File: src/vc_regs_consts.svh
// Purpose: Offsets, field positions, reset values and timing counts.
// Assumes: 8-bit register bank on a byte address, 20 MHz clock.
// Notes: Included by its bare name.
`ifndef VC_REGS_CONSTS_SVH
`define VC_REGS_CONSTS_SVH
`define OFS_CH_SELECT 8'h8C
`define OFS_CNT_CTRL 8'h8D
`define OFS_CNT_BYTE 8'h8E
`define OFS_PULSE_EN 8'hC0
`define OFS_DEV_ID 8'hFE
`define BIT_ALL_CLEAR 4
`define BIT_ALL_SNAP 3
`define BIT_BYTE_SEL 2
`define BIT_CH_SNAP 1
`define BIT_CH_CLEAR 0
`define BIT_CUSTOM_PULSE 0
`define RST_REG8 8'h00
`define RST_COUNT 16'h0000
`define CLR_HOLD_NS 1000
`define CLK_PERIOD_NS 50
`define CLR_HOLD_CYC ((`CLR_HOLD_NS + `CLK_PERIOD_NS - 1) / `CLK_PERIOD_NS)
`endif

File: src/vc_regs_pkg.sv
// Purpose: Types shared by the register bank and its helper.
// Assumes: Eight channels, 16-bit counts.
// Notes: Constants live in the header.
package vc_regs_pkg;
	typedef logic [15:0] count_t;
	typedef logic [7:0] byte_t;
	typedef logic [7:0] ch_mask_t;
endpackage

File: src/ch_sel_if.sv
// Purpose: Carries decoded channel select between the two modules.
// Assumes: One clock domain.
// Notes: Bank drives the code, decoder returns the mask.
`timescale 1ns/10ps
interface ch_sel_if;
	logic [3:0] code; // Raw select field
	vc_regs_pkg::ch_mask_t mask; // One-hot channel, zero for none
	logic valid; // A channel is named
	modport bank (output code, input mask, input valid);
	modport dec (input code, output mask, output valid);
endinterface

File: src/vc_regs.sv
// Purpose: Global violation counter access and pulse enable registers.
// Assumes: Simple synchronous byte bus; counters supplied as increments.
// Notes: Counters live here so clears and snapshots act on them.
//
// Operation
// - Byte select picks low or high byte
// - Channel snapshot copies count to holding
// - Channel clear zeroes addressed counter
// - Per-channel actions use channel select field
// - Count byte reads selected held byte
// - Custom pulse enable drives all channels in E1 mode
// - Read-only identity register
// - Upper pulse enable bits unused storage
// - Select zero none, one is channel 0
// - Clear-all zeroes every counter
// - Snapshot-all copies every counter
`timescale 1ns/10ps
`include "vc_regs_consts.svh"
module vc_regs #(
	parameter logic [7:0] DEVICE_IDENTITY = 8'h5A // Arbitrary value
) (
	input wire logic i_clk,
	input wire logic i_sys_rst,
	input wire logic i_wr, // Write strobe
	input wire logic i_rd, // Read strobe
	input wire logic [7:0] i_addr,
	input wire logic [7:0] i_wdata,
	input wire logic [7:0] i_violation, // Per-channel event pulse
	input wire logic i_e1_mode, // E1 operation active
	output logic [7:0] o_rdata,
	output logic [7:0] o_custom_pulse, // Per-channel shaping mode
	output logic [7:0] o_clear_held // Channel clear settled
);
	vc_regs_pkg::byte_t ch_select_r; // Select register
	vc_regs_pkg::byte_t cnt_ctrl_r; // Control register
	vc_regs_pkg::byte_t pulse_en_r; // Pulse enable register
	vc_regs_pkg::count_t count_r [8]; // Running counts
	vc_regs_pkg::count_t hold_r [8]; // Snapshots
	logic [5:0] clr_cyc_r; // Cycles a clear has been held
	vc_regs_pkg::byte_t rd_nxt;
	ch_sel_if sel();

	assign sel.code = ch_select_r[3:0];
	ch_sel_decode u_dec (.sel(sel));

	// Register writes; reserved bits store as plain read/write
	always_ff @(posedge i_clk) begin
		if (i_sys_rst) begin
			ch_select_r <= `RST_REG8;
			cnt_ctrl_r <= `RST_REG8;
			pulse_en_r <= `RST_REG8;
		end else if (i_wr) begin
			if (i_addr == `OFS_CH_SELECT) begin
				ch_select_r <= i_wdata;
			end else if (i_addr == `OFS_CNT_CTRL) begin
				cnt_ctrl_r <= i_wdata;
			end else if (i_addr == `OFS_PULSE_EN) begin
				pulse_en_r <= i_wdata;
			end
		end
	end

	// Count how long a clear bit has stood, saturating
	always_ff @(posedge i_clk) begin
		if (i_sys_rst) begin
			clr_cyc_r <= 6'h00;
		end else if (cnt_ctrl_r[`BIT_CH_CLEAR] ||
			cnt_ctrl_r[`BIT_ALL_CLEAR]) begin
			if (clr_cyc_r != 6'h3F) begin
				clr_cyc_r <= clr_cyc_r + 6'h01;
			end
		end else begin
			clr_cyc_r <= 6'h00;
		end
	end

	// Per channel counters and holding registers
	genvar g;
	generate
		for (g = 0; g < 8; g++) begin : g_ch
			logic clr_me;
			logic snap_me;
			assign clr_me = cnt_ctrl_r[`BIT_ALL_CLEAR] ||
				(cnt_ctrl_r[`BIT_CH_CLEAR] && sel.mask[g]);
			assign snap_me = cnt_ctrl_r[`BIT_ALL_SNAP] ||
				(cnt_ctrl_r[`BIT_CH_SNAP] && sel.mask[g]);
			// Clear takes the counter to zero; saturate, never wrap
			always_ff @(posedge i_clk) begin
				if (i_sys_rst || clr_me) begin
					count_r[g] <= `RST_COUNT;
				end else if (i_violation[g] && count_r[g] != 16'hFFFF) begin
					count_r[g] <= count_r[g] + 16'h0001;
				end
			end
			// Holding register only moves on a snapshot request
			always_ff @(posedge i_clk) begin
				if (i_sys_rst) begin
					hold_r[g] <= `RST_COUNT;
				end else if (snap_me) begin
					hold_r[g] <= count_r[g];
				end
			end
			// Custom pulse per channel, every channel driven from the one enable bit in E1 mode
			always_ff @(posedge i_clk) begin
				if (i_sys_rst) begin
					o_custom_pulse[g] <= 1'b0;
				end else begin
					o_custom_pulse[g] <= i_e1_mode &&
						pulse_en_r[`BIT_CUSTOM_PULSE];
				end
			end
			// Reports that a clear has stood its full minimum time
			always_ff @(posedge i_clk) begin
				if (i_sys_rst) begin
					o_clear_held[g] <= 1'b0;
				end else begin
					o_clear_held[g] <= clr_me &&
						clr_cyc_r >= 6'(`CLR_HOLD_CYC);
				end
			end
		end
	endgenerate

	// Pick the held byte of the addressed channel
	function automatic vc_regs_pkg::byte_t pick_byte(
		input vc_regs_pkg::count_t v, input logic hi);
		pick_byte = hi ? v[15:8] : v[7:0];
	endfunction

	// Read decode; unmapped addresses read zero
	always_comb begin
		rd_nxt = 8'h00;
		if (i_addr == `OFS_CH_SELECT) begin
			rd_nxt = ch_select_r;
		end else if (i_addr == `OFS_CNT_CTRL) begin
			rd_nxt = cnt_ctrl_r;
		end else if (i_addr == `OFS_CNT_BYTE) begin
			if (sel.valid) begin
				rd_nxt = pick_byte(hold_r[3'(sel.code - 4'h1)],
					cnt_ctrl_r[`BIT_BYTE_SEL]);
			end
		end else if (i_addr == `OFS_PULSE_EN) begin
			rd_nxt = pulse_en_r;
		end else if (i_addr == `OFS_DEV_ID) begin
			rd_nxt = DEVICE_IDENTITY;
		end
	end

	// Read data registered, held between reads
	always_ff @(posedge i_clk) begin
		if (i_sys_rst) begin
			o_rdata <= 8'h00;
		end else if (i_rd) begin
			o_rdata <= rd_nxt;
		end
	end
endmodule // vc_regs

File: src/ch_sel_decode.sv
// Purpose: Decodes the four-bit channel select field.
// Assumes: Codes 1..8 name channels 0..7.
// Notes: Codes above 8 select nothing.
`timescale 1ns/10ps
module ch_sel_decode (
	ch_sel_if.dec sel
);
	// Zero selects none; code n selects channel n-1
	always_comb begin
		sel.mask = 8'h00;
		sel.valid = 1'b0;
		if (sel.code >= 4'h1 && sel.code <= 4'h8) begin
			sel.mask = 8'h01 << (sel.code - 4'h1);
			sel.valid = 1'b1;
		end
	end
endmodule // ch_sel_decode

File: config.mk
export PLATFORM = sky130hd
export DESIGN_NAME = vc_regs
export DESIGN_NICKNAME = d
export VERILOG_FILES = /design/src/vc_regs_pkg.sv /design/src/ch_sel_if.sv /design/src/vc_regs.sv /design/src/ch_sel_decode.sv
export VERILOG_INCLUDE_DIRS = /design/src
export SDC_FILE = /design/constraint.sdc
export NUM_CORES = 1
export LEC_CHECK = 0
export BUFFER_PORTS_ARGS = -buffer_cell sky130_fd_sc_hd__buf_2
export CORE_ASPECT_RATIO = 0.5
export CORE_MARGIN = 2
export CORE_UTILIZATION = 31
export CTS_CLUSTER_SIZE = 24
export DETAILED_ROUTE_END_ITERATION = 8
export PLACE_DENSITY = 0.58
export SYNTH_ARGS = -nofsm -noshare
export SYNTH_HDL_FRONTEND = slang
export SYNTH_SLANG_ARGS = --single-unit
export TNS_END_PERCENT = 20
File: constraint.sdc
create_clock -name i_clk -period 3.43 [get_ports i_clk]
set_clock_uncertainty 0.2 [all_clocks]
set_input_delay 0.343 -clock i_clk [delete_from_list [all_inputs] [get_ports i_clk]]
set_output_delay 0.343 -clock i_clk [all_outputs]
set_load 0.005 [all_outputs]
Yosys cells after proc, flatten, opt, wreduce, memory -nomap -nowiden --
Memory sizes are Yosys's and may differ from the RTL's. Cells that the tools add are included. W data, S select, Z words.
Cells by class: $add $sub $neg 10, bitwise gates (word level) 19, divide/modulo/power cells 0, shift-type cells 1, eq/ne operators 14, magnitude comparators 3, $mul 0, muxes and demuxes 91, reductions and logical operators 63
Operators with widths (number):
- $mux W16 | 16
- $add A16 B1 Y16 const B | 8
- $ne A16 B16 Y1 const B | 8
- $mux W1 | 67
- $mux W8 | 7
- $eq A8 B8 Y1 const B | 5
- $logic_and A1 B1 Y1 | 34
- $logic_or A1 B1 Y1 | 25
- $or A1 B1 Y1 | 16
- $shl A1 B4 Y8 const A | 1
- $mux W7 | 1
- $add A6 B1 Y6 const B | 1
- $ge A6 B5 Y1 const B | 1
- $ne A6 B6 Y1 const B | 1
- $ge A4 B1 Y1 const B | 1
- $le A4 B4 Y1 const B | 1
- $reduce_and A4 Y1 | 1
- $sub A4 B1 Y4 const B | 1
- $not A1 Y1 | 3
- $reduce_and A3 Y1 | 1
- $reduce_and A2 Y1 | 1
- $reduce_or A2 Y1 | 1
Storage, ports and cells: memories 2, memory bits (read-only) 0, register bits after elaboration 47, bits of input ports 29, bits in latches 0, bits in writable memories 256, output and inout port bits 24
Memories:
- count_r | words 8, width 16, rd ports 8, clocked after memory_dff 0, wr ports 8, RTL line vc_regs.sv:37 | vc_regs_pkg::count_t count_r [8];
- hold_r | words 8, width 16, rd ports 1, clocked after memory_dff 0, wr ports 8, RTL line vc_regs.sv:38 | vc_regs_pkg::count_t hold_r [8];

Logic depth before layout (Yosys ltp) --
depth after elaboration 9, mapped depth 12

Hierarchy --
Synthesis repeated with hierarchy kept, for this count alone.
Second synthesis, totals: cell total of the unflattened synthesis 1268, area, all modules 14779.2 µm²
By module, submodules not included:
- vc_regs | cells an instance 1254, area each 14691.6 µm², times used 1, sequential area each 8628.3 µm²
- ch_sel_decode | cells an instance 14, area each 87.6 µm², times used 1, sequential area each 0.0 µm²

Worst setup path before layout --
Ideal clock, no wire load.
path type reg2reg, start point register ch_select_r[0], end point register o_rdata[1], arrival 2.908 ns, setup slack 0.185 ns, period minus slack after synthesis 3.245 ns, library setup time 0.137 ns, required time 3.093 ns, stages on the path, launching flop included 11, cells stage by stage dfxtp_1 buf_6 buf_2 clkinv_1 ha_1 clkbuf_1 clkbuf_1 mux4_2 mux4_2 nand3_1 o221ai_1
Between the ends: longest elaborated chain between the ends 7
Ends and longest elaborated chain:
- start, declared | RTL line vc_regs.sv:34 | vc_regs_pkg::byte_t ch_select_r;
- start signal, assigned | RTL line vc_regs.sv:49 | ch_select_r <= `RST_REG8;
- start signal, assigned | RTL line vc_regs.sv:54 | ch_select_r <= i_wdata;
- $sub A4 B1 Y4 (tied with other cells)
- $mem_v2 Z8 W16 / $logic_and A1 B1 Y1 (equally long branches)
- $mux W8 / $mux W1 (equally long branches) | RTL line vc_regs.sv:127, ch_sel_decode.sv:12
- $mux W8 (*) | RTL line vc_regs.sv:138 | if (sel.valid) begin
- $mux W8 (*) | RTL line vc_regs.sv:137 | end else if (i_addr == `OFS_CNT_BYTE) begin
- $mux W8 (*) | RTL line vc_regs.sv:135 | end else if (i_addr == `OFS_CNT_CTRL) begin
- $mux W8 (*) | RTL line vc_regs.sv:133 | if (i_addr == `OFS_CH_SELECT) begin
- end signal, assigned | RTL line vc_regs.sv:154 | o_rdata <= rd_nxt;
- end, declared | RTL line vc_regs.sv:30 | output logic [7:0] o_rdata,
Mark *: on every way between the ends. The rest lies on a longest branch, timed or not. A chain may end at the register's enable or synchronous reset.

Worst setup path after layout --
start point register ch_select_r[1], end point register o_rdata[7]
The elaborated chain is that of the path after synthesis.

==> Implementation_results.wiki <==
{| class="wikitable"
! Metric !! Value
|-
| Worst path arrival time || 3220 ps
|-
| FMAX || 0.334 GHz
|-
| Average wire per standard cell || 17.8 µm
|-
| Routability cong. || 0.891
|-
| Remaining Overflow, GRT || 0
|-
| Minimum clock period || 2990 ps
|-
| Syn nets || 1,313
|-
| Detail-routed via count per cell || 4.81
|-
| Final setup fails || 0
|-
| Overall Global Routing Usage || 14.5%
|-
| Initial antenna violation count || 1
|-
| Post-layout utilization of the core || 36.3%
|-
| Setup crit end kind || flip-flop
|-
| Initial core utilization || 31.6%
|-
| Fill cells || 4,608
|-
| Crit path buffers/inverters || 1
|-
| Synth cell types || 54
|-
| Worst Path Required || 3660 ps
|-
| Count of state elements after synthesis || 303
|-
| Drt first-iter violations || 995
|-
| Final Cycle Share || 87.2%
|-
| Combinational cell fraction of total power || 4.4%
|-
| Commonest non-fill, non-tap cell in the layout || edfxtp_1
|-
| Clock transition time at the flip-flop clock pins of the worst setup and hold paths || 60 ps
|-
| Vertical extent of the die || 159 µm
|-
| Total routed wirelength || 36,000 µm
|-
| Longest individual stage delay on the worst path || 620 ps
|-
| Critical Path Fanout Max || 13
|-
| Insertion delay to the later sink of the worst-skew pair || 570 ps
|-
| Total net switching power || 0.00181 W
|-
| Largest net degree at the start of global routing || 52
|-
| Number of buffers on the longest clock path || 3
|-
| Primary FF master, synth || edfxtp_1
|-
| Number of port buffers || 52
|-
| Number of buffers added by the clock tree synthesis step || 31
|-
| Site row count || 56
|-
| Maximum vdd drop || 0.388 mV
|-
| Register area share after synthesis || 58.0%
|-
| Share of synthesized registers carrying an async set or reset || 0%
|-
| Switching share of power || 22.7%
|-
| Nature of the critical path startpoint || flip-flop
|-
| Layout overhead on the synthesized area || 15.0%
|-
| Clock network power share || 41.6%
|-
| Cell type group with the largest total delay on the critical path || compound AO/OA/AOI/OAI gates
|-
| Total number of nets in the final design || 1,400
|-
| Synthesis warning total || 0
|-
| Tot Pwr || 0.00799 W
|-
| # diodes || 0
|-
| Die Span X || 314 µm
|-
| Sequential share of power || 54.0%
|-
| Sink count of the clock tree || 303
|-
| Total of max-cap violations || 0
|-
| CTS root buf || clkbuf_16
|-
| Clock tree from TritonCTS || yes
|-
| Cell at the slowest stage of the critical path || mux4_1
|-
| Power density of the placed cells || 467 nW/µm²
|-
| Die Footprint || 49,800 µm²
|-
| Detailed-route via count || 9,711
|-
| Number of buffers inserted by post-CTS setup repair || 0
|-
| Final Max Slew Viols || 0
|-
| Antenna viol nets, final || 0
|-
| Fraction of final layout cells sized beyond drive strength 1 || 13.6%
|-
| Hold/Removal Path Class || input port to flip-flop
|-
| Internal power of the cells || 0.00618 W
|-
| Number of global-route vias before repair || 9,361
|-
| Most used cells in the layout excluding fill and tap cells || edfxtp_1, nor2_1, and2_1, nand2_1, nand3_1
|-
| Worst rel slew slack || 51.4%
|-
| Worst-path cell chain || inv_1 > ha_1 > xor2_4 > mux4_1 > a211o_1 > o211ai_1 > a21oi_1
|-
| Pre-Repair DR Iteration Count || 5
|-
| Slew @ Worst Pin || 727 ps
|-
| Status || completed
|-
| Leakage power figure || 6.14 nW
|-
| Placeable Area || 47,100 µm²
|-
| Number of enable flip-flop cells after synthesis || 256
|-
| DRC errors left || 0
|-
| Post-synthesis cell count || 1,269
|-
| Total I/O pin count || 53
|-
| Setup repair after global routing missed its margin || false
|-
| Wire length of the first global-routing pass || 56,100 µm
|-
| Avg Synthesized Cell Area || 11.7 µm²
|-
| Dpl hpwl || 25,700 µm
|-
| Number of levels in the clock H-tree || 1
|-
| Fin. Hold Viols || 0
|-
| Sum Neg Setup Slack || 0 ps
|-
| Netlist Area Pre-Place || 14,900 µm²
|-
| Type of the worst setup path || flip-flop to flip-flop
|}
-- kinds of logic after synthesis --
family                     Yosys count  share of synthesized area (%)
DFF                                303                           58.0
AOI/OAI and AO/OA                   99                           4.19
buffers and inverters               78                           2.61
muxes                               65                           7.05
and+or+nand+nor                    595                           20.1
adders and majority gates           15                           1.26
xor gates and xnor gates           114                           6.76
-- final timing paths --
path	end	start	cells after the start	slack (ps)
setup / recovery	o_rdata[7]$_SDFFE_PP0P_	ch_select_r[1]$_SDFFE_PP0P_	7	440
setup reg to reg	o_rdata[7]$_SDFFE_PP0P_	ch_select_r[1]$_SDFFE_PP0P_	7	440
hold reg to reg	pulse_en_r[3]$_SDFFE_PP0P_	pulse_en_r[3]$_SDFFE_PP0P_	2	270
hold / removal	o_rdata[6]$_SDFFE_PP0P_	i_addr[7]	4	50
-- sequential cells by signal, summed over array words and instances, names as in the netlist --
register and cells:
o_custom_pulse 1, cnt_ctrl_r 8, ch_select_r 8, pulse_en_r 8
count_r 128, clr_cyc_r 6, hold_r 128, o_clear_held 8
o_rdata 8
-- layer usage --
metal,up-vias,track usage (%),wire length [µm]
li1,4676,-,-
met1,4765,20.8,16900
met2,210,22.3,16100
met3,60,2.87,2020
met4,0,3.68,950
met5,-,0,0
-- final cells by class --
class / instances / area (µm²) / share of cell area (%)
clock inverters: 18 / 164 / 0.958
multi-input cells: 888 / 5870 / 34.3
flip-flops and latches: 303 / 8630 / 50.4
repair buffers: 110 / 761 / 4.45
well taps: 638 / 798 / 4.67
clock buffers: 39 / 806 / 4.71
inverters: 22 / 82.6 / 0.483
-- metrics by stage --
| step | instance area [µm²] | hold WS, ps | setup slack [ps] | cells |
|---|---|---|---|---|
| floorplan | 14900 | 223 | 185 | 1269 |
| global placement | 15900 | 248 | 464 | 1940 |
| detailed placement | 15900 | 252 | 386 | 1940 |
| CTS | 17100 | 29.4 | 391 | 2018 |
| global route | 17100 | 67.3 | 237 | 2018 |
| finish | 17100 | 54.4 | 438 | 2018 |
-- timing repair --
action                    in CTS  in global routing
hold endpoints to repair      29                  0
hold buffers                  21                  0
resized for setup              0                  0
-- cells in the mapped netlist, types with 8 or more instances --
| master | count | share of area [%] |
|---|---|---|
| ha_1 | 15 | 1.3 |
| nor2b_1 | 14 | 0.59 |
| nor3_1 | 17 | 0.57 |
| clkbuf_1 | 30 | 0.76 |
| nand4_1 | 17 | 0.72 |
| nor2_1 | 167 | 4.2 |
| o21ai_0 | 14 | 0.47 |
| and2_1 | 128 | 5.4 |
| a31oi_1 | 10 | 0.42 |
| buf_4 | 11 | 0.56 |
| nand2_1 | 100 | 2.5 |
| xnor2_1 | 51 | 3.0 |
| and3_1 | 30 | 1.3 |
| nand3_1 | 71 | 2.4 |
| mux2i_1 | 35 | 2.4 |
| dfxtp_1 | 47 | 6.3 |
| xor2_1 | 62 | 3.7 |
| edfxtp_1 | 256 | 52 |
| a21oi_1 | 40 | 1.3 |
| mux4_2 | 21 | 3.2 |
| mux4_1 | 8 | 1.4 |
| inv_1 | 21 | 0.53 |
| nor2_2 | 21 | 0.88 |
-- worst min-delay path, cell delays in order --
cell	delay, ps
buf_2	110
nand3_1	110
o211a_1	170
nor3_1	40
-- power groups by stage --
stage | clock network [W] | logic (W) | registers (W)
after global placement | 0 | 0.000336 | 0.00439
after global routing | 0.00354 | 0.000389 | 0.00433
after floorplan | 0 | 0.000240 | 0.00431
final | 0.00332 | 0.000349 | 0.00432
after CTS | 0.00339 | 0.000353 | 0.00432
after detailed placement | 0 | 0.000340 | 0.00439
Note: power is estimated with default switching activity, not from simulation.
